<file path="src/rtl/mfc_pkg.sv">
// Package: constants, types and register map of the manual flash command sequencer
package mfc_pkg;

    // ------------------------------------------------------------
    // Timing
    // ------------------------------------------------------------
    localparam int          CLK_HZ        = 40_000_000;
    localparam int          CLK_PERIOD_NS = 1_000_000_000 / CLK_HZ;
    localparam int          BEAT_NS       = 200;
    localparam int          BEAT_CYC      = BEAT_NS / CLK_PERIOD_NS;
    localparam logic [2:0]  BEAT_LAST     = 3'(BEAT_CYC - 1);
    localparam logic [2:0]  EDGE_AT       = 3'(BEAT_CYC / 2);
    localparam logic [2:0]  SAMPLE_AT     = 3'(BEAT_CYC - 1);

    // ------------------------------------------------------------
    // Register map (byte offsets)
    // ------------------------------------------------------------
    localparam logic [7:0]  REG_CTRL      = 8'h00;
    localparam logic [7:0]  REG_ADDR      = 8'h04;
    localparam logic [7:0]  REG_STAT      = 8'h08;
    localparam logic [7:0]  REG_RDATA     = 8'h0c;
    localparam logic [7:0]  REG_IDLE      = 8'h10;
    localparam logic [7:0]  REG_OPT       = 8'h14;

    // Control fields
    localparam int          CTRL_START    = 0;
    localparam int          CTRL_CMD_SEL  = 1;
    localparam int          CTRL_OCTAL    = 2;
    localparam int          CTRL_OPT_EN   = 3;
    localparam int          CTRL_OCMD_EN  = 4;
    // Status fields
    localparam int          STAT_BUSY     = 0;
    localparam int          STAT_WEL_SENT = 1;
    // Idle register fields
    localparam int          IDLE_LVL_LSB  = 0;
    localparam int          IDLE_FLT_LSB  = 8;

    // ------------------------------------------------------------
    // Reset values and idle selection codes
    // ------------------------------------------------------------
    localparam logic [7:0]  IDLE_LVL_RST  = 8'h55;
    localparam logic [7:0]  IDLE_FLT_RST  = 8'hff;
    localparam logic [31:0] OPT_RST       = 32'h0000_0000;
    localparam logic [1:0]  SEL_FLOAT     = 2'b11;
    localparam logic [1:0]  SEL_ONE       = 2'b01;

    // ------------------------------------------------------------
    // Command codes and phase lengths (in beats; DUMMY_DDR_CYC in sck cycles)
    // ------------------------------------------------------------
    localparam logic [7:0]  CODE_RDCFG2     = 8'h71;
    localparam logic [7:0]  CODE_RDCFG2_OPT = 8'h8e;
    localparam logic [7:0]  CODE_WRITE_ENABLE_CMD       = 8'h06;
    localparam logic [7:0]  CODE_WRITE_ENABLE_CMD_OPT   = 8'hf9;
    localparam logic [5:0]  LEN_SDR_CMD     = 6'd8;
    localparam logic [5:0]  LEN_SDR_ADDR    = 6'd32;
    localparam logic [5:0]  LEN_SDR_OPT     = 6'd32;
    localparam logic [5:0]  LEN_SDR_DATA    = 6'd8;
    localparam logic [5:0]  LEN_SDR_DUMMY   = 6'd0;
    localparam logic [5:0]  LEN_DDR_ADDR    = 6'd4;
    localparam logic [5:0]  LEN_DDR_OPT     = 6'd4;
    localparam logic [4:0]  DUMMY_DDR_CYC   = 5'd14;
    localparam logic [5:0]  LEN_DDR_DUMMY   = {DUMMY_DDR_CYC, 1'b0};
    localparam logic [5:0]  LEN_DDR_DATA    = 6'd2;

    // ------------------------------------------------------------
    // Types
    // ------------------------------------------------------------
    typedef enum logic {
        SEL_RDCFG2,
        SEL_WRITE_ENABLE_CMD
    } mfc_cmd_type;

    typedef enum logic [2:0] {
        ST_IDLE,
        ST_CMD,
        ST_ADDR,
        ST_OPT,
        ST_DUMMY,
        ST_DATA,
        ST_FINISH
    } mfc_state_type;

    typedef struct packed {
        logic        psel;
        logic        penable;
        logic        pwrite;
        logic [7:0]  paddr;
        logic [31:0] pwdata;
    } mfc_apb_req_type;

    typedef struct packed {
        logic       sck;
        logic       cs_n;
        logic [7:0] io_out;
        logic [7:0] io_oe_n;
    } mfc_flash_out_type;

endpackage

</file>
<file path="src/rtl/mfc_sync.sv">
// Two-stage synchroniser for inputs from outside the clock domain
`timescale 1ns/100ps
module mfc_sync #(
    parameter int W = 8
) (
    // Clock and reset
    input  wire logic         clk,
    input  wire logic         resetn,
    // Data
    input  wire logic [W-1:0] d,
    output logic      [W-1:0] q
);
    logic [W-1:0] meta_reg;

    always_ff @(posedge clk) begin
        if (!resetn) begin
            meta_reg <= '0;
            q        <= '0;
        end else begin
            meta_reg <= d;
            q        <= meta_reg;
        end
    end
endmodule // mfc_sync

</file>
<file path="src/rtl/mfc_seq.sv">
// Manual command sequencer for an octal serial flash, with APB register slave
// Operation
// RULE1: Write-enable command must be issued before any flash register write.
// RULE2: Flash sets its write enable latch on receiving code 06.
// RULE3: Single-line config-2 read sends code 71 then 32-bit SDR address.
// RULE4: Octal config-2 read sends code 71 on 8 lines; 8E optional, off.
// RULE5: Octal config-2 read drives its address on 8 lines, both edges.
// RULE6: Octal config-2 read inserts 14 dummy cycles before data.
// RULE7: Read data taken 8 bits per edge in octal, 1 bit SDR otherwise.
// RULE8: Single-line config-2 read has no dummy phase, count zero.
// RULE9: Single-line write enable is code 06 only, no further phases.
// RULE10: Octal write enable sends 06 on 8 lines; F9 optional; no address.
// RULE11: Option bytes leave byte 3 first; disabled and zero by default.
// RULE12: Idle lines 0-3 select level one; lines 0,2,3 float. Reset floats all four, line 1 included (IDLE_FLT_RST ff).
// RULE13: Chip select held low from first command bit to last data bit.
//
// The implementer's own choices: the address map and the APB slave port.
`timescale 1ns/100ps
module mfc_seq (
    // Clock and reset
    input  wire logic                       clk,
    input  wire logic                       resetn,
    // APB slave
    input  wire mfc_pkg::mfc_apb_req_type   apb_req,
    output logic      [31:0]                prdata,
    output logic                            pready,
    output logic                            pslverr,
    // Flash pins
    input  wire logic [7:0]                 io_in,
    output mfc_pkg::mfc_flash_out_type      flash_out
);
    import mfc_pkg::*;

    // ------------------------------------------------------------
    // Declarations
    // ------------------------------------------------------------
    logic [7:0]    io_sync;
    logic          ctrl_octal_reg;
    logic          ctrl_opt_en_reg;
    logic          ctrl_ocmd_en_reg;
    mfc_cmd_type   ctrl_cmd_reg;
    logic [31:0]   addr_reg;
    logic [31:0]   opt_reg;
    logic [7:0]    idle_lvl_reg;
    logic [7:0]    idle_flt_reg;
    logic [31:0]   rdata_reg;
    logic          wel_sent_reg;
    mfc_state_type state_reg;
    mfc_state_type state_next;
    logic [2:0]    beat_reg;
    logic [5:0]    unit_reg;
    logic [5:0]    phase_len;
    logic [31:0]   shf_reg;
    logic [31:0]   shf_next;
    mfc_cmd_type   cur_cmd_reg;
    logic          cur_octal_reg;
    logic          cur_opt_reg;
    logic          cur_ocmd_reg;
    logic          apb_write;
    logic          start_go;
    logic          busy;
    logic          phase_end;
    logic [31:0]   rd_mux;
    logic          rd_err;
    logic [7:0]    first_code;
    logic [7:0]    opt_code;

    // ------------------------------------------------------------
    // Input synchroniser
    // ------------------------------------------------------------
    mfc_sync #(.W(8)) u_io_sync (
        .clk    (clk),
        .resetn (resetn),
        .d      (io_in),
        .q      (io_sync)
    );

    // ------------------------------------------------------------
    // APB slave
    // ------------------------------------------------------------
    assign apb_write = apb_req.psel & apb_req.penable & pready & apb_req.pwrite;
    assign busy      = (state_reg != ST_IDLE);
    assign start_go  = apb_write && (apb_req.paddr == REG_CTRL)
                       && apb_req.pwdata[CTRL_START] && !busy;

    always_comb begin
        rd_mux = 32'h0000_0000;
        rd_err = 1'b0;
        case (apb_req.paddr)
            REG_CTRL:  rd_mux = {27'h0, ctrl_ocmd_en_reg, ctrl_opt_en_reg, ctrl_octal_reg,
                                 ctrl_cmd_reg, 1'b0};
            REG_ADDR:  rd_mux = addr_reg;
            REG_STAT:  rd_mux = {30'h0, wel_sent_reg, busy};
            REG_RDATA: rd_mux = rdata_reg;
            REG_IDLE:  rd_mux = {16'h0, idle_flt_reg, idle_lvl_reg};
            REG_OPT:   rd_mux = opt_reg;
            default:   rd_err = 1'b1;
        endcase
    end

    // Ready one cycle after setup: every access takes exactly two cycles
    always_ff @(posedge clk) begin
        if (!resetn) begin
            pready  <= 1'b0;
            prdata  <= 32'h0000_0000;
            pslverr <= 1'b0;
        end else begin
            pready  <= apb_req.psel & ~apb_req.penable;
            prdata  <= (apb_req.psel & ~apb_req.penable & ~apb_req.pwrite) ? rd_mux : 32'h0;
            pslverr <= apb_req.psel & ~apb_req.penable & rd_err;
        end
    end

    // Configuration registers; held stable while a command runs
    always_ff @(posedge clk) begin
        if (!resetn) begin
            ctrl_cmd_reg     <= SEL_RDCFG2;
            ctrl_octal_reg   <= 1'b0;
            ctrl_opt_en_reg  <= 1'b0;
            ctrl_ocmd_en_reg <= 1'b0;
            addr_reg         <= 32'h0000_0000;
            opt_reg          <= OPT_RST;
            idle_lvl_reg     <= IDLE_LVL_RST;
            idle_flt_reg     <= IDLE_FLT_RST;
        end else if (apb_write && !busy) begin
            case (apb_req.paddr)
                REG_CTRL: begin
                    ctrl_cmd_reg     <= mfc_cmd_type'(apb_req.pwdata[CTRL_CMD_SEL]);
                    ctrl_octal_reg   <= apb_req.pwdata[CTRL_OCTAL];
                    ctrl_opt_en_reg  <= apb_req.pwdata[CTRL_OPT_EN];
                    ctrl_ocmd_en_reg <= apb_req.pwdata[CTRL_OCMD_EN];
                end
                REG_ADDR: addr_reg <= apb_req.pwdata;
                REG_IDLE: begin
                    idle_lvl_reg <= apb_req.pwdata[IDLE_LVL_LSB +: 8];
                    idle_flt_reg <= apb_req.pwdata[IDLE_FLT_LSB +: 8];
                end
                REG_OPT:  opt_reg <= apb_req.pwdata;
                default: begin
                end
            endcase
        end
    end

    // Write-enable sent flag: completion beats a clear in the same cycle
    always_ff @(posedge clk) begin
        if (!resetn) begin
            wel_sent_reg <= 1'b0;
        end else if (state_reg == ST_FINISH && cur_cmd_reg == SEL_WRITE_ENABLE_CMD) begin
            wel_sent_reg <= 1'b1; // RULE1
        end else if (apb_write && apb_req.paddr == REG_STAT
                     && apb_req.pwdata[STAT_WEL_SENT]) begin
            wel_sent_reg <= 1'b0;
        end
    end

    // ------------------------------------------------------------
    // Phase lengths and order
    // ------------------------------------------------------------
    assign first_code = (cur_cmd_reg == SEL_WRITE_ENABLE_CMD) ? CODE_WRITE_ENABLE_CMD : CODE_RDCFG2;
    assign opt_code   = (cur_cmd_reg == SEL_WRITE_ENABLE_CMD) ? CODE_WRITE_ENABLE_CMD_OPT : CODE_RDCFG2_OPT;
    assign phase_end  = (beat_reg == BEAT_LAST) && (unit_reg == phase_len - 6'd1);

    always_comb begin
        phase_len  = LEN_SDR_CMD;
        state_next = ST_FINISH;
        shf_next   = 32'h0000_0000;
        case (state_reg)
            ST_CMD: begin
                if (cur_octal_reg) begin
                    phase_len = cur_ocmd_reg ? 6'd2 : 6'd1; // RULE4 RULE10
                end
                if (cur_cmd_reg == SEL_WRITE_ENABLE_CMD) begin
                    state_next = ST_FINISH; // RULE9 RULE10
                end else begin
                    state_next = ST_ADDR; // RULE3
                    shf_next   = addr_reg;
                end
            end
            ST_ADDR: begin
                phase_len = cur_octal_reg ? LEN_DDR_ADDR : LEN_SDR_ADDR; // RULE5
                if (cur_opt_reg) begin
                    state_next = ST_OPT;
                    shf_next   = opt_reg; // RULE11
                end else if (cur_octal_reg) begin
                    state_next = ST_DUMMY; // RULE6
                end else begin
                    state_next = ST_DATA; // RULE8
                end
            end
            ST_OPT: begin
                phase_len  = cur_octal_reg ? LEN_DDR_OPT : LEN_SDR_OPT;
                state_next = (cur_octal_reg && LEN_DDR_DUMMY != 6'd0) ? ST_DUMMY : ST_DATA;
            end
            ST_DUMMY: begin
                phase_len  = cur_octal_reg ? LEN_DDR_DUMMY : LEN_SDR_DUMMY; // RULE6
                state_next = ST_DATA;
            end
            ST_DATA: begin
                phase_len  = cur_octal_reg ? LEN_DDR_DATA : LEN_SDR_DATA; // RULE7
                state_next = ST_FINISH;
            end
            default: begin
                phase_len  = LEN_SDR_CMD;
                state_next = ST_FINISH;
            end
        endcase
    end

    // ------------------------------------------------------------
    // Sequencer
    // ------------------------------------------------------------
    always_ff @(posedge clk) begin
        if (!resetn) begin
            state_reg     <= ST_IDLE;
            beat_reg      <= 3'd0;
            unit_reg      <= 6'd0;
            shf_reg       <= 32'h0000_0000;
            cur_cmd_reg   <= SEL_RDCFG2;
            cur_octal_reg <= 1'b0;
            cur_opt_reg   <= 1'b0;
            cur_ocmd_reg  <= 1'b0;
        end else begin
            case (state_reg)
                ST_IDLE: begin
                    if (start_go) begin
                        state_reg     <= ST_CMD;
                        beat_reg      <= 3'd0;
                        unit_reg      <= 6'd0;
                        cur_cmd_reg   <= mfc_cmd_type'(apb_req.pwdata[CTRL_CMD_SEL]);
                        cur_octal_reg <= apb_req.pwdata[CTRL_OCTAL];
                        cur_opt_reg   <= apb_req.pwdata[CTRL_OPT_EN]
                                         && !apb_req.pwdata[CTRL_CMD_SEL];
                        cur_ocmd_reg  <= apb_req.pwdata[CTRL_OCMD_EN];
                        // Command byte only; the optional byte replaces it after its first octal beat
                        shf_reg       <= {(apb_req.pwdata[CTRL_CMD_SEL] ? CODE_WRITE_ENABLE_CMD
                                           : CODE_RDCFG2), 24'h0};
                    end
                end
                ST_FINISH: begin
                    state_reg <= ST_IDLE;
                end
                default: begin
                    beat_reg <= beat_reg + 3'd1;
                    if (beat_reg == BEAT_LAST) begin
                        if (state_reg == ST_CMD && unit_reg == 6'd0 && cur_octal_reg) begin
                            shf_reg <= {opt_code, 24'h0};
                        end else if (cur_octal_reg) begin
                            shf_reg <= {shf_reg[23:0], 8'h00};
                        end else begin
                            shf_reg <= {shf_reg[30:0], 1'b0};
                        end
                        if (phase_end) begin
                            unit_reg  <= 6'd0;
                            state_reg <= state_next;
                            shf_reg   <= shf_next;
                        end else begin
                            unit_reg <= unit_reg + 6'd1;
                        end
                    end
                end
            endcase
        end
    end

    // Read data capture, one beat per byte (octal) or bit (single line)
    always_ff @(posedge clk) begin
        if (!resetn) begin
            rdata_reg <= 32'h0000_0000;
        end else if (start_go) begin
            rdata_reg <= 32'h0000_0000;
        end else if (state_reg == ST_DATA && beat_reg == SAMPLE_AT) begin
            if (cur_octal_reg) begin
                rdata_reg <= {rdata_reg[23:0], io_sync}; // RULE7
            end else begin
                rdata_reg <= {rdata_reg[30:0], io_sync[1]}; // RULE7
            end
        end
    end

    // ------------------------------------------------------------
    // Flash pins
    // ------------------------------------------------------------
    // Lines 0-3 not carrying data follow the idle selections; line 1 must float
    // in single-line reads because the flash answers on it.
    always_ff @(posedge clk) begin
        if (!resetn) begin
            flash_out.sck     <= 1'b0;
            flash_out.cs_n    <= 1'b1;
            flash_out.io_out  <= 8'hff;
            flash_out.io_oe_n <= 8'hff;
        end else begin
            flash_out.cs_n <= (state_reg == ST_IDLE) || (state_reg == ST_FINISH); // RULE13
            if (state_reg == ST_IDLE || state_reg == ST_FINISH) begin
                flash_out.sck <= 1'b0;
            end else if (beat_reg == EDGE_AT) begin
                flash_out.sck <= cur_octal_reg ? ~flash_out.sck : 1'b1; // RULE5
            end else if (beat_reg == 3'd0 && !cur_octal_reg) begin
                flash_out.sck <= 1'b0;
            end
            if (beat_reg == 3'd0 || state_reg == ST_IDLE) begin
                for (int n = 0; n < 4; n++) begin
                    if (idle_flt_reg[2*n +: 2] != SEL_FLOAT) begin
                        flash_out.io_out[n]  <= (idle_lvl_reg[2*n +: 2] == SEL_ONE); // RULE12
                        flash_out.io_oe_n[n] <= 1'b0;
                    end else begin
                        flash_out.io_out[n]  <= 1'b1;
                        flash_out.io_oe_n[n] <= 1'b1; // RULE12
                    end
                end
                // Upper lines only ever carry octal phases
                flash_out.io_out[7:4]  <= 4'hf;
                flash_out.io_oe_n[7:4] <= 4'hf;
                if (state_reg == ST_CMD || state_reg == ST_ADDR || state_reg == ST_OPT) begin
                    if (cur_octal_reg) begin
                        flash_out.io_out  <= shf_reg[31:24]; // RULE4 RULE5 RULE10
                        flash_out.io_oe_n <= 8'h00;
                    end else begin
                        flash_out.io_out[0]  <= shf_reg[31]; // RULE3 RULE9 RULE11
                        flash_out.io_oe_n[0] <= 1'b0;
                    end
                end
            end
        end
    end
endmodule // mfc_seq

</file>
<file path="config.mk">
export PLATFORM = sky130hd
export DESIGN_NAME = mfc_seq
export DESIGN_NICKNAME = d
export VERILOG_FILES = /design/src/rtl/mfc_pkg.sv /design/src/rtl/mfc_sync.sv /design/src/rtl/mfc_seq.sv
export SDC_FILE = /design/constraint.sdc
export NUM_CORES = 1
export LEC_CHECK = 0
export BUFFER_PORTS_ARGS = -buffer_cell sky130_fd_sc_hd__buf_2
export CORE_UTILIZATION = 35
export DETAILED_ROUTE_END_ITERATION = 8
export GPL_TIMING_DRIVEN = 0
export HOLD_SLACK_MARGIN = 0.02
export PLACE_DENSITY = 0.63
export SLEW_MARGIN = 10
export SYNTH_ARGS = -nofsm -noshare
export SYNTH_HDL_FRONTEND = slang
export SYNTH_SLANG_ARGS = --single-unit
</file>
<file path="constraint.sdc">
create_clock -name clk -period 3.6 [get_ports clk]
set_input_delay 0.36 -clock clk [delete_from_list [all_inputs] [get_ports clk]]
set_output_delay 0.36 -clock clk [all_outputs]
set_load 0.005 [all_outputs]
</file>
==> implementation parameters, run 1 <==
Parameter                              Value

Place
  Worst slack at placement ... -1101 ps
  Total cell area at the placement stage ... 0.01125 mm^2
  Sum of net half-perimeters after detailed placement ... 25.48 mm
  RD Place Congestion ... 0.9025
  Port Buffers ... 102

Synthesis
  Post-synth EDFFs ... 0
  Total nets after synthesis ... 1295
  Sequential share of the synthesized area ... 0.4489
  Synthesized-area fraction occupied by and/or/nand/nor cells ... 0.2024
  Share of synthesized cell area in full adder, half adder and majority cells ... 0.007320
  Combined area of all synthesized cells ... ~0.010 mm^2
  Area share of xor/xnor cells in the synthesized design ... 0.004270
  Cell count after synthesis ... 1236
  Ys async rst share ... 0
  Synthesis-stage register bit count ... 230
  Compound-Gate Fraction of Synth Area ... 0.2169
  Primary FF master, synth ... sky130_fd_sc_hd__dfxtp_1
  Syn avg cell area ... 8.298 um^2
  Synthesis Warnings ... 0
  Combinational family with the most area after synthesis ... compound AO/OA/AOI/OAI gates
  Mux contribution to synthesized area ... 0.06478
  Unique masters post-synth ... 66

Layout
  Share of cells above drive strength 1 ... 0.1323
  Fraction of the core area covered by cells at the end of the flow ... 0.4237
  Number of fill cells ... 2928
  Synth-to-Final Area Change ... 18.91%
  Final std cell area, no fill ... 0.01220 mm^2
  Layout net count ... approximately 1.4k

STA
  RSZ-0062 raised after global routing ... no
  Count of endpoints failing hold in the final timing report ... 0
  Setup-failing EPs final ... 0
  Time the final worst path needs with I/O delays and setup ... 3396 ps
  Maximum achievable frequency ... 0.2945 GHz
  Final Worst Setup Slack ... 203.9 ps
  Remaining max-slew budget at the tightest pin ... 0.3276
  Actual transition at the worst max-transition pin ... 1001 ps
  Max-slew violation count ... 0
  Ratio of final minimum period to clock period ... 0.9434
  Clock skew after layout ... 25.55 ps

Min path
  Worst hold path type ... in2reg
  Min-Delay Path Depth ... 2
  Startpoint of the lowest-slack hold path ... apb_req[40]

CTS
  Inserted Clock Buffers ... 25
  Clock root buffer ... sky130_fd_sc_hd__clkbuf_16
  Number of clock sinks ... 230
  Clock latency of the later-clocked register in the worst-skew pair ... 550 ps
  CTS tree ... done
  Clock input transition at the sequential cells of the worst setup and hold paths ... 60 ps
  Htree depth ... 1
  Number of buffers between clock root and the deepest sink ... 3

GRT
  Global route total overflow ... 0
  Initial antenna violation count ... 1
  Via count of the first global-routing pass ... 9025
  Pin count of the biggest net entering global routing ... 20
  Global-route usage over all layers ... 0.2243
  Wire length of the first global-routing pass ... between 50 and 60 mm

Critical path
  Number of cells on the worst reg-to-reg path ... 12
  Startpoint of the worst register-to-register path ... cur_octal_reg$_SDFFE_PN0P_
  Arrival time at the worst endpoint ... 3820 ps
  Type of destination of the critical path ... flip-flop
  Critical path fanouts, max ... 10
  Kind of critical path ... reg2reg
  Critical Path Start ... cur_octal_reg$_SDFFE_PN0P_
  Kind of start point of the critical path ... flip-flop
  CP required ... slightly above 4000 ps

Die
  Chip width ... between 150 and 200 um
  Full die area ... roughly 0.030 mm^2
  Initial Util ... 0.3564
  Number of placed I/O pins ... 105
  Placeable core area ... 0.02878 mm^2
  Die H ... 173.2 um
  # rows ... 62

Power and ir drop
  Power per cell area ... 433.6 mW/mm^2
  LEAKAGE ... approximately 4.1 nW
  Total power of the final layout ... 5.288 mW
  Maximum ir drop on the vdd rail ... between 0.3 and 0.4 mV

Drt
  Wire length per cell ... 19.42 um
  Antenna Violating Nets Remaining ... 0
  Drc violations ... 0
  First-pass DRT Iterations ... 6
  Overall via count from detail_route ... 9760
  Routed wire length ... 34.50 mm
  Post-DR vias/cell ... between 5 and 6
  Iteration-0 DRC count of the detailed router ... 1186

Status
  Result of the run ... finished clean

Run
  Number of maximum-capacitance constraint violations ... 0
synth_stat cells, drive strengths merged, types with 7 or more instances:
cell type	instances	area, um^2
a21oi	108	540.5
dfxtp	230	4604
a21boi	26	195.2
and2	22	137.6
buf	36	226.5
nor3	8	45.04
inv	15	56.30
a31oi	7	43.79
nor2	111	416.7
a22oi	46	345.3
a211oi	34	255.2
o21ai	19	95.09
nor2b	13	81.33
mux2i	63	630.6
o22ai	28	175.2
a222oi	23	230.2
nand3	33	165.2
nand2	248	930.9
clkbuf	76	285.3
what timing repair did:
action,4_1_cts,5_1_grt
hold buffers,8,0
pin swaps,0,2
hold endpoints to repair,8,0
resized for setup,6,5
endpoints found under the setup margin,41,39
buffers inserted,0,3
path summary, 6_finish.rpt:
kind	slack (ps)	to
max	200	shf_reg[6]$_SDFFE_PN0P_
min	30	prdata[1]$_SDFF_PN0_
max reg2reg	200	shf_reg[6]$_SDFFE_PN0P_
min reg2reg	420	u_io_sync.q[3]$_SDFF_PN0_
layout make-up:
cell class | instances | area [um^2] | share of cell area
inverter | 15 | 56.30 | 0.004617
sequential | 230 | 4604 | 0.3776
clock buffer | 33 | 695.7 | 0.05704
antenna | 1 | 2.502 | 0.0002052
tap | 384 | 480.5 | 0.03940
clock inverter | 10 | 103.9 | 0.008516
buffer | 111 | 533.0 | 0.04371
multi-input combinational | 879 | 5106 | 0.4187
timing repair buffer | 113 | 613.1 | 0.05027
cell usage in the layout, fill, tap and decap left out, types with 5 or more instances in the layout:
master	instances
sky130_fd_sc_hd__nor2b_1	13
sky130_fd_sc_hd__and2_1	20
sky130_fd_sc_hd__buf_1	9
sky130_fd_sc_hd__a22oi_1	46
sky130_fd_sc_hd__a21oi_1	108
sky130_fd_sc_hd__a222oi_1	23
sky130_fd_sc_hd__a211oi_1	34
sky130_fd_sc_hd__inv_1	15
sky130_fd_sc_hd__nand3_1	33
sky130_fd_sc_hd__nor2_1	111
sky130_fd_sc_hd__buf_2	119
sky130_fd_sc_hd__clkinv_2	6
sky130_fd_sc_hd__clkbuf_1	79
sky130_fd_sc_hd__dlygate4sd3_1	8
sky130_fd_sc_hd__nor3_1	7
sky130_fd_sc_hd__a21boi_0	11
sky130_fd_sc_hd__o22ai_1	28
sky130_fd_sc_hd__clkbuf_16	25
sky130_fd_sc_hd__a21boi_1	15
sky130_fd_sc_hd__a21o_1	5
sky130_fd_sc_hd__a22o_1	6
sky130_fd_sc_hd__dfxtp_1	230
sky130_fd_sc_hd__ha_1	6
sky130_fd_sc_hd__nand4_1	6
sky130_fd_sc_hd__a31oi_1	7
sky130_fd_sc_hd__nand2_1	248
sky130_fd_sc_hd__buf_4	6
sky130_fd_sc_hd__mux2i_1	63
sky130_fd_sc_hd__o21ai_0	18
worst max-delay path, cell delays in order, from the launching register on:
cell and delay (ps):
sky130_fd_sc_hd__dfxtp_1 400, sky130_fd_sc_hd__clkbuf_4 250, sky130_fd_sc_hd__nor4bb_1 540, sky130_fd_sc_hd__nand2b_1 120, sky130_fd_sc_hd__ha_1 230, sky130_fd_sc_hd__xor2_1 160
sky130_fd_sc_hd__or3_1 430, sky130_fd_sc_hd__a221oi_4 390, sky130_fd_sc_hd__a311oi_4 170, sky130_fd_sc_hd__buf_4 190, sky130_fd_sc_hd__buf_2 180, sky130_fd_sc_hd__o22ai_1 150
sky130_fd_sc_hd__a21boi_0 100
report_power, final:
| part | internal, mW | leakage, nW | switching (mW) | total (mW) |
|---|---|---|---|---|
| clock | 1.44 | 0.396 | 1.08 | 2.52 |
| combinational | 0.0644 | 1.88 | 0.141 | 0.206 |
| sequential | 2.56 | 1.86 | 0.00576 | 2.56 |
routing by layer:
| metal | track usage | share of wire |
|---|---|---|
| met2 | 0.3416 | 0.43 |
| met4 | 0.07006 | 0.026 |
| met1 | 0.3181 | 0.45 |
| met3 | 0.04332 | 0.093 |
| met5 | 0 | 0 |
metrics by stage:
stage / std cells / TNS (ps) / hold WS [ps]
global placement: 1722 / -38940 / 417.3
CTS: 1772 / 0 / 22.58
detailed placement: 1722 / -41410 / 418.4
finish: 1776 / 0 / 33.04
global route: 1775 / 0 / 54.17
floorplan: 1236 / 0 / 411.9
kinds of logic (layout without fill, tap and decap cells):
group	count (synthesis)	count (layout)
AO/OA/AOI/OAI	329	329
AND/OR/NAND/NOR	473	473
other	0	1
multiplexers	66	66
buffers and inverters	127	282
adder cells (fa/ha/maj)	6	6
XOR/XNOR	5	5
flip-flops	230	230
Note: power is estimated with default switching activity, not from simulation.
==> run 2, diff against run 1 <==
ABC_AREA = 1   (was not set)
==> run 2 against run 1 <==
Compared with the run above:
- clock skew decreased by 14 ps
- total power increased by 4.3%
- die area grew 3.4%
- wire length rose by 5.2%
- register-to-register slack improved by 280 ps
- first-iteration DRC count grew 8.5%
- critical path depth rose by 3
- largest power group is now the clock network
==> implementation parameters, run 2 <==
Parameter                              Value

Layout
  Diode insertion count for antenna repair ... 0 (was 1)
  Number of fill cells ... 3123 (was 2928)
  Commonest non-fill, non-tap cell in the layout ... sky130_fd_sc_hd__nand2_1 (unchanged)
  Fraction of the core area covered by cells at the end of the flow ... 0.4212 (was 0.4237)
  Layout net count ... 1700 (was 1434)
  Share of cells above drive strength 1 ... 0.1430 (was 0.1323)
  Synth-to-Final Area Change ... 17.94% (was 18.91%)
  Most frequent cells in the layout ... 384 x sky130_fd_sc_hd__nand2_1, 230 x sky130_fd_sc_hd__dfxtp_1, 138 x sky130_fd_sc_hd__nor2_1 (was 248 x sky130_fd_sc_hd__nand2_1, 230 x sky130_fd_sc_hd__dfxtp_1, 119 x sky130_fd_sc_hd__buf_2)
  Post-layout instance count excluding filler cells ... 2047 (was 1776)

STA
  Time the final worst path needs with I/O delays and setup ... 3119 ps (was 3396 ps)
  Minimum hold slack ... 55.02 ps (was 33.04 ps)
  Count of endpoints failing hold in the final timing report ... 0 (unchanged)
  Maximum achievable frequency ... 0.3206 GHz (was 0.2945 GHz)
  Setup-failing EPs final ... 0 (unchanged)
  Setup total negative slack ... 0 ps (unchanged)
  Actual transition at the worst max-transition pin ... 871.1 ps (was 1001 ps)
  Clock skew after layout ... 11.45 ps (was 25.55 ps)
  RSZ-0062 raised after global routing ... no (unchanged)
  Ratio of final minimum period to clock period ... 0.8665 (was 0.9434)
  Remaining max-slew budget at the tightest pin ... 0.4131 (was 0.3276)
  Max-slew violation count ... 0 (unchanged)

Min path
  Worst-case hold path end point ... pslverr$_SDFF_PN0_ (was prdata[1]$_SDFF_PN0_)
  Min-Delay Path Depth ... 2 (unchanged)
  Startpoint of the lowest-slack hold path ... apb_req[41] (was apb_req[40])
  Worst hold path type ... in2reg (unchanged)

Die
  Placeable core area ... 0.02972 mm^2 (was 0.02878 mm^2)
  Full die area ... 0.03102 mm^2 (was 0.02999 mm^2)
  Initial Util ... 0.3571 (was 0.3564)
  # rows ... 63 (was 62)
  Chip width ... 176.1 um (was 173.2 um)
  Number of placed I/O pins ... 105 (unchanged)
  Die H ... 176.1 um (was 173.2 um)

Synthesis
  Primary FF master, synth ... sky130_fd_sc_hd__dfxtp_1 (unchanged)
  Ys async rst share ... 0 (unchanged)
  Post-synth EDFFs ... 0 (unchanged)
  Top-count cell post-synth ... sky130_fd_sc_hd__nand2_1 (unchanged)
  Total nets after synthesis ... 1562 (was 1295)
  Syn avg cell area ... 7.061 um^2 (was 8.298 um^2)
  Sequential share of the synthesized area ... 0.4339 (was 0.4489)
  Synth cell count leaders ... 384 x sky130_fd_sc_hd__nand2_1, 230 x sky130_fd_sc_hd__dfxtp_1, 138 x sky130_fd_sc_hd__nor2_1, 137 x sky130_fd_sc_hd__inv_1, 136 x sky130_fd_sc_hd__o21ai_0 (was 248 x sky130_fd_sc_hd__nand2_1, 230 x sky130_fd_sc_hd__dfxtp_1, 111 x sky130_fd_sc_hd__nor2_1, 108 x sky130_fd_sc_hd__a21oi_1, 76 x sky130_fd_sc_hd__clkbuf_1)
  Synthesis-stage register bit count ... 230 (unchanged)
  Synthesis Warnings ... 0 (unchanged)
  Cell type with the largest total area after synthesis ... sky130_fd_sc_hd__dfxtp_1 (unchanged)
  Combined area of all synthesized cells ... 0.01061 mm^2 (was 0.01026 mm^2)
  Cells taking the most area after synthesis ... sky130_fd_sc_hd__dfxtp_1 43%, sky130_fd_sc_hd__nand2_1 14%, sky130_fd_sc_hd__o21ai_0 6.4% (was sky130_fd_sc_hd__dfxtp_1 45%, sky130_fd_sc_hd__nand2_1 9.1%, sky130_fd_sc_hd__mux2i_1 6.1%)
  Cell count after synthesis ... 1503 (was 1236)
  Unique masters post-synth ... 44 (was 66)
  Yosys top cell area share ... 0.4339 (was 0.4489)

CTS
  Inserted Clock Buffers ... 25 (unchanged)
  Number of clock sinks ... 230 (unchanged)
  CTS tree ... done (unchanged)
  Htree depth ... 1 (unchanged)
  Hold buffer count at CTS ... 8 (unchanged)
  Clock latency of the later-clocked register in the worst-skew pair ... 530 ps (was 550 ps)
  Total of cells resized after clock tree synthesis ... 0 (was 6)
  Clock input transition at the sequential cells of the worst setup and hold paths ... 60 ps (about the same)
  Number of buffers between clock root and the deepest sink ... 3 (unchanged)
  Postcts setup bufs ... 0 (unchanged)
  Clock root buffer ... sky130_fd_sc_hd__clkbuf_16 (unchanged)

Drt
  Highest metal layer with signal wires ... met4 (unchanged)
  Routed wire length ... 36.31 mm (was 34.50 mm)
  Antenna Violating Nets Remaining ... 0 (unchanged)
  Drc violations ... 0 (unchanged)
  Post-DR vias/cell ... 5.291 (was 5.495)
  Overall via count from detail_route ... 10.83k (was 9760)
  Routed met2 length ... 14.97 mm (was 15.00 mm)
  Wire length on met3 ... 3.213 mm (unchanged)
  Wire length per cell ... 17.74 um (was 19.42 um)
  Iteration-0 DRC count of the detailed router ... 1287 (was 1186)
  M1 wire length ... 16.87 mm (was 15.38 mm)
  First-pass DRT Iterations ... 6 (unchanged)

GRT
  Initial antenna violation count ... 0 (was 1)
  Global route total overflow ... 0 (unchanged)
  Pin count of the biggest net entering global routing ... 14 (was 20)
  Via count of the first global-routing pass ... 10.04k (was 9025)
  Wire length of the first global-routing pass ... 56.30 mm (was 52.62 mm)
  Global-route usage over all layers ... 0.2332 (was 0.2243)

Critical path
  CP required ... 3990 ps (was 4030 ps)
  Cells along the critical path ... buf_2 > buf_2 > clkbuf_1 > nand3b_1 > ha_1 > xnor2_1 > nor2_1 > nand3_1 > nor2_2 > nand2_1 > nor2_4 > buf_6 > nand3_1 > nand3_1 > a21oi_1 (was clkbuf_4 > nor4bb_1 > nand2b_1 > ha_1 > xor2_1 > or3_1 > a221oi_4 > a311oi_4 > buf_4 > buf_2 > o22ai_1 > a21boi_0)
  Startpoint of the worst register-to-register path ... cur_octal_reg$_SDFFE_PN0P_ (unchanged)
  Critical path fanouts, max ... 10 (unchanged)
  Kind of critical path ... reg2reg (unchanged)
  Cell type of the slowest stage on the worst timing path ... sky130_fd_sc_hd__clkbuf_1 (was sky130_fd_sc_hd__nor4bb_1)
  Reg2Reg Setup Slack ... 480 ps (was 200 ps)
  Type of destination of the critical path ... flip-flop (unchanged)
  Kind of start point of the critical path ... flip-flop (unchanged)
  Arrival time at the worst endpoint ... 3510 ps (was 3820 ps)
  Crit path top cell by count ... sky130_fd_sc_hd__nand3_1
  Critical Path Start ... cur_octal_reg$_SDFFE_PN0P_ (unchanged)
  Number of cells on the worst reg-to-reg path ... 15 (was 12)
  Worst reg2reg endpoint ... shf_reg[3]$_SDFFE_PN0P_ (was shf_reg[6]$_SDFFE_PN0P_)
  Delay of the slowest cell on the worst path ... 470 ps (was 540 ps)

Place
  Sum of net half-perimeters after detailed placement ... 26.98 mm (was 25.48 mm)
  Placed Cells incl. Taps ... 1996 (was 1722)
  Port Buffers ... 103 (was 102)
  RD Place Congestion ... 0.9645 (was 0.9025)

Power and ir drop
  Power per cell area ... 440.8 mW/mm^2 (was 433.6 mW/mm^2)
  Maximum ir drop on the vdd rail ... 0.3096 mV (was 0.3336 mV)
  LEAKAGE ... 5.183 nW (was 4.137 nW)

Run
  Number of maximum-capacitance constraint violations ... 0 (unchanged)

Status
  Result of the run ... finished clean (unchanged)
-- run 2: logic make-up (layout without fill, tap and decap cells) --
logic type	after synthesis	in the layout	synth area share
XOR/XNOR	8	8	0.006602
adder cells (fa/ha/maj)	6	6	0.007074
flip-flops	230	230	0.4339
buffers and inverters	242	396	0.09609
AND/OR/NAND/NOR	684	684	0.2743
AO/OA/AOI/OAI	333	333	0.1820
-- run 2: area by class of cell --
class                      count  area (um^2)  area share
timing repair buffer         111        595.6     0.04758
clock inverter                10        125.1    0.009996
buffer                        98        479.2     0.03828
sequential                   230         4604      0.3679
multi-input combinational   1031         4989      0.3985
clock buffer                  33        695.7     0.05558
tap                          390        488.0     0.03898
inverter                     144        540.5     0.04318
-- run 2: metrics by stage --
step	worst slack, ps	instance area [um^2]	total power [mW]
after floorplan	1217	10610	2.793
after global placement	533.8	11620	2.916
after global routing	214.8	12520	5.663
after CTS	506.3	12520	5.533
after detailed placement	515.1	11620	2.918
final	480.7	12520	5.517
-- run 2: worst max-delay path, delay by kind of cell (launching register included) --
kind | cells | cell delay [ps]
buffers and inverters | 4 | 1090
AND/OR/NAND/NOR | 8 | 1060
adder cells (fa/ha/maj) | 1 | 330
flip-flops | 1 | 300
XOR/XNOR | 1 | 120
AO/OA/AOI/OAI | 1 | 70
-- run 2: how the worst max path moves through the flow --
stage / endpoint / depth (start not counted)
finish: shf_reg[3]$_SDFFE_PN0P_ / 15
CTS: shf_reg[3]$_SDFFE_PN0P_ / 15
global route: shf_reg[2]$_SDFFE_PN0P_ / 15
floorplan: shf_reg[5]$_SDFFE_PN0P_ / 15
detailed placement: shf_reg[3]$_SDFFE_PN0P_ / 15
global placement: shf_reg[4]$_SDFFE_PN0P_ / 15
-- run 2: layer usage --
metal / global-route usage / up-vias
met5: 0 / -
met4: 0.08333 / 0
met3: 0.03575 / 81
met2: 0.3397 / 529
met1: 0.3443 / 5041
li1: - / 5179
-- run 2: report_power, final --
group          internal, mW  switching, mW
Clock                  1.56           1.08
Combinational        0.0864          0.196
Sequential             2.57         0.0222
==> run 3, diff against run 2 <==
PLACE_DENSITY = 0.59   (was 0.63)
clock period = 2.75 ns   (was 3.6 ns; I/O delays follow)
==> run 3 against run 2 <==
Compared with the run above:
- highest routed layer unchanged
- die area did not move
- clock power grew 61%
- final cell count increased by 1.6%
- register-to-register slack got worse by 260 ps
- largest power group unchanged
- critical path type unchanged
- count of clock-buffer cells in the layout grew 2
==> implementation parameters, run 3 (synthesis results as in run 2) <==
Parameter                              Value

Layout
  Synth-to-Final Area Change ... 22.75% (was 17.94%)
  Commonest non-fill, non-tap cell in the layout ... sky130_fd_sc_hd__nand2_1 (unchanged)
  Share of cells above drive strength 1 ... 0.1445 (was 0.1430)
  Most frequent cells in the layout ... 384 x sky130_fd_sc_hd__nand2_1, 230 x sky130_fd_sc_hd__dfxtp_1, 138 x sky130_fd_sc_hd__nor2_1 (unchanged)
  Fraction of the core area covered by cells at the end of the flow ... 0.4384 (was 0.4212)
  Number of fill cells ... 3042 (was 3123)
  Final std cell area, no fill ... 0.01303 mm^2 (was 0.01252 mm^2)
  Diode insertion count for antenna repair ... 0 (unchanged)
  Layout net count ... 1728 (was 1700)
  Post-layout instance count excluding filler cells ... 2079 (was 2047)

Min path
  Startpoint of the lowest-slack hold path ... apb_req[7] (was apb_req[41])
  Min-Delay Path Depth ... 3 (was 2)
  Worst-case hold path end point ... opt_reg[7]$_SDFFE_PN0P_ (was pslverr$_SDFF_PN0_)
  Worst hold path type ... in2reg (unchanged)

Run
  Number of maximum-capacitance constraint violations ... 0 (unchanged)

STA
  RSZ-0062 raised after global routing ... no (unchanged)
  Remaining max-slew budget at the tightest pin ... 0.4773 (was 0.4131)
  Max-slew violation count ... 0 (unchanged)
  Count of endpoints failing hold in the final timing report ... 0 (unchanged)
  Setup total negative slack ... 0 ps (unchanged)
  Clock skew after layout ... 20.42 ps (was 11.45 ps)
  Ratio of final minimum period to clock period ... 0.9203 (was 0.8665)
  Setup-failing EPs final ... 0 (unchanged)
  Time the final worst path needs with I/O delays and setup ... 2531 ps (was 3119 ps)
  Minimum hold slack ... 30.84 ps (was 55.02 ps)
  Actual transition at the worst max-transition pin ... 784.0 ps (was 871.1 ps)
  Final Worst Setup Slack ... 219.2 ps (was 480.7 ps)
  Maximum achievable frequency ... 0.3951 GHz (was 0.3206 GHz)

Critical path
  Delay of the slowest cell on the worst path ... 310 ps (was 470 ps)
  Cell type of the slowest stage on the worst timing path ... sky130_fd_sc_hd__ha_1 (was sky130_fd_sc_hd__clkbuf_1)
  Cells along the critical path ... buf_2 > buf_6 > nand3b_1 > ha_1 > xnor2_1 > nor2_1 > nand3_1 > nor2_2 > nand2_1 > nor2_4 > buf_6 > nand3_1 > nand3_1 > a21oi_1 (was buf_2 > buf_2 > clkbuf_1 > nand3b_1 > ha_1 > xnor2_1 > nor2_1 > nand3_1 > nor2_2 > nand2_1 > nor2_4 > buf_6 > nand3_1 > nand3_1 > a21oi_1)
  Number of buffers and inverters on the critical path ... 3 (was 4)
  Dominant delay contributor by cell family on the critical path ... simple AND/OR/NAND/NOR gates (was buffers and inverters)
  Kind of start point of the critical path ... flip-flop (unchanged)
  Kind of critical path ... reg2reg (unchanged)
  Critical path fanouts, max ... 19 (was 10)
  Reg2Reg Setup Slack ... 220 ps (was 480 ps)
  Crit path top cell by count ... sky130_fd_sc_hd__nand3_1 (unchanged)
  CP required ... 3150 ps (was 3990 ps)
  Worst reg2reg endpoint ... shf_reg[15]$_SDFFE_PN0P_ (was shf_reg[3]$_SDFFE_PN0P_)
  Startpoint of the worst register-to-register path ... cur_octal_reg$_SDFFE_PN0P_ (unchanged)
  Number of cells on the worst reg-to-reg path ... 14 (was 15)
  Arrival time at the worst endpoint ... 2930 ps (was 3510 ps)
  Type of destination of the critical path ... flip-flop (unchanged)

CTS
  Number of buffers between clock root and the deepest sink ... 3 (unchanged)
  Clock root buffer ... sky130_fd_sc_hd__clkbuf_16 (unchanged)
  Htree depth ... 1 (unchanged)
  CTS tree ... done (unchanged)
  Clock input transition at the sequential cells of the worst setup and hold paths ... 60 ps (about the same)
  Inserted Clock Buffers ... 27 (was 25)
  Clock latency of the later-clocked register in the worst-skew pair ... 540 ps (was 530 ps)
  Number of clock sinks ... 230 (unchanged)

Drt
  Drc violations ... 0 (unchanged)
  First-pass DRT Iterations ... 6 (unchanged)
  Overall via count from detail_route ... 10.81k (was 10.83k)
  Iteration-0 DRC count of the detailed router ... 1045 (was 1287)
  Routed wire length ... 36.82 mm (was 36.31 mm)
  Wire length per cell ... 17.71 um (was 17.74 um)
  Antenna Violating Nets Remaining ... 0 (unchanged)
  Post-DR vias/cell ... 5.199 (was 5.291)

Power and ir drop
  Total power of the final layout ... 8.056 mW (was 5.517 mW)
  Power per cell area ... 618.4 mW/mm^2 (was 440.8 mW/mm^2)
  Maximum ir drop on the vdd rail ... 0.5632 mV (was 0.3096 mV)
  LEAKAGE ... 5.391 nW (was 5.183 nW)

GRT
  Wire length of the first global-routing pass ... 56.50 mm (was 56.30 mm)
  Global-route usage over all layers ... 0.2360 (was 0.2332)
  Pin count of the biggest net entering global routing ... 20 (was 14)
  Via count of the first global-routing pass ... 9918 (was 10.04k)
  Global route total overflow ... 0 (unchanged)
  Initial antenna violation count ... 0 (unchanged)

Place
  Worst slack at placement ... -338.3 ps (was 515.1 ps)
  RD Place Congestion ... 0.9307 (was 0.9645)
  Sum of net half-perimeters after detailed placement ... 27.36 mm (was 26.98 mm)
  Port Buffers ... 103 (unchanged)
  Placed Cells incl. Taps ... 1996 (unchanged)
  Total cell area at the placement stage ... 0.01162 mm^2 (unchanged)

Die
  Full die area ... 0.03102 mm^2 (unchanged)
  Placeable core area ... 0.02972 mm^2 (unchanged)
  Number of placed I/O pins ... 105 (unchanged)
  # rows ... 63 (unchanged)
  Die H ... 176.1 um (unchanged)
  Chip width ... 176.1 um (unchanged)
  Initial Util ... 0.3571 (unchanged)

Status
  Result of the run ... finished clean (unchanged)
[run 3: cell types whose count changed in the layout (fill, tap and decap cells not counted), sizes merged]
| cell | before | now |
|---|---|---|
| dlygate4sd3 | 8 | 35 |
| bufinv | 3 | 9 |
| clkinv | 7 | 2 |
| clkinvlp | 0 | 3 |
| clkbuf | 92 | 93 |
[run 3: layout make-up]
class / count / area, um^2 / share of cell area
plain buffers: 97 / 481.7 / 0.03698
flip-flops and latches: 230 / 4604 / 0.3534
clock inverters: 14 / 302.8 / 0.02324
multi-input cells: 1031 / 4989 / 0.3829
repair buffers: 138 / 865.8 / 0.06646
clock buffers: 35 / 755.7 / 0.05801
well taps: 390 / 488.0 / 0.03746
inverters: 144 / 540.5 / 0.04149
[run 3: tightest hold or removal path: cells and delay by family]
family / cells / cell delay [ps]
AND/OR/NAND/NOR: 2 / 130
buffers and inverters: 1 / 120
[run 3: per-layer routing]
metal | vias up | share of wire | global-route usage | wire (um)
met4 | 0 | 0.037 | 0.09601 | 1353
met5 | - | 0 | 0 | 0
li1 | 5239 | - | - | -
met3 | 72 | 0.088 | 0.04737 | 3248
met1 | 5030 | 0.46 | 0.3369 | 16970
met2 | 468 | 0.41 | 0.3440 | 15250
[run 3: worst max-delay path by stage]
| stage | start | endpoint | slack, ps | cells after the start |
|---|---|---|---|---|
| after detailed placement | cur_octal_reg$_SDFFE_PN0P_ | shf_reg[15]$_SDFFE_PN0P_ | -340 | 15 |
| after global placement | cur_octal_reg$_SDFFE_PN0P_ | shf_reg[3]$_SDFFE_PN0P_ | -330 | 15 |
| after floorplan | cur_octal_reg$_SDFFE_PN0P_ | shf_reg[5]$_SDFFE_PN0P_ | 370 | 15 |
| after CTS | cur_octal_reg$_SDFFE_PN0P_ | shf_reg[4]$_SDFFE_PN0P_ | 10 | 14 |
| final | cur_octal_reg$_SDFFE_PN0P_ | shf_reg[15]$_SDFFE_PN0P_ | 220 | 14 |
| after global routing | cur_octal_reg$_SDFFE_PN0P_ | shf_reg[3]$_SDFFE_PN0P_ | 20 | 14 |
[run 3: timing repair]
item                                   4_1_cts  5_1_grt
hold buffers                                35        0
buffers inserted                             0        0
endpoints found under the hold margin       57        0
setup endpoints to repair                   41       36
pin swaps                                    0        0
gates resized for setup                      0        3
[run 3: report_power, final]
part | switching (mW) | internal [mW]
registers | 0.0305 | 3.37
clock network | 1.49 | 2.77
logic | 0.263 | 0.138
total | 1.78 | 6.28
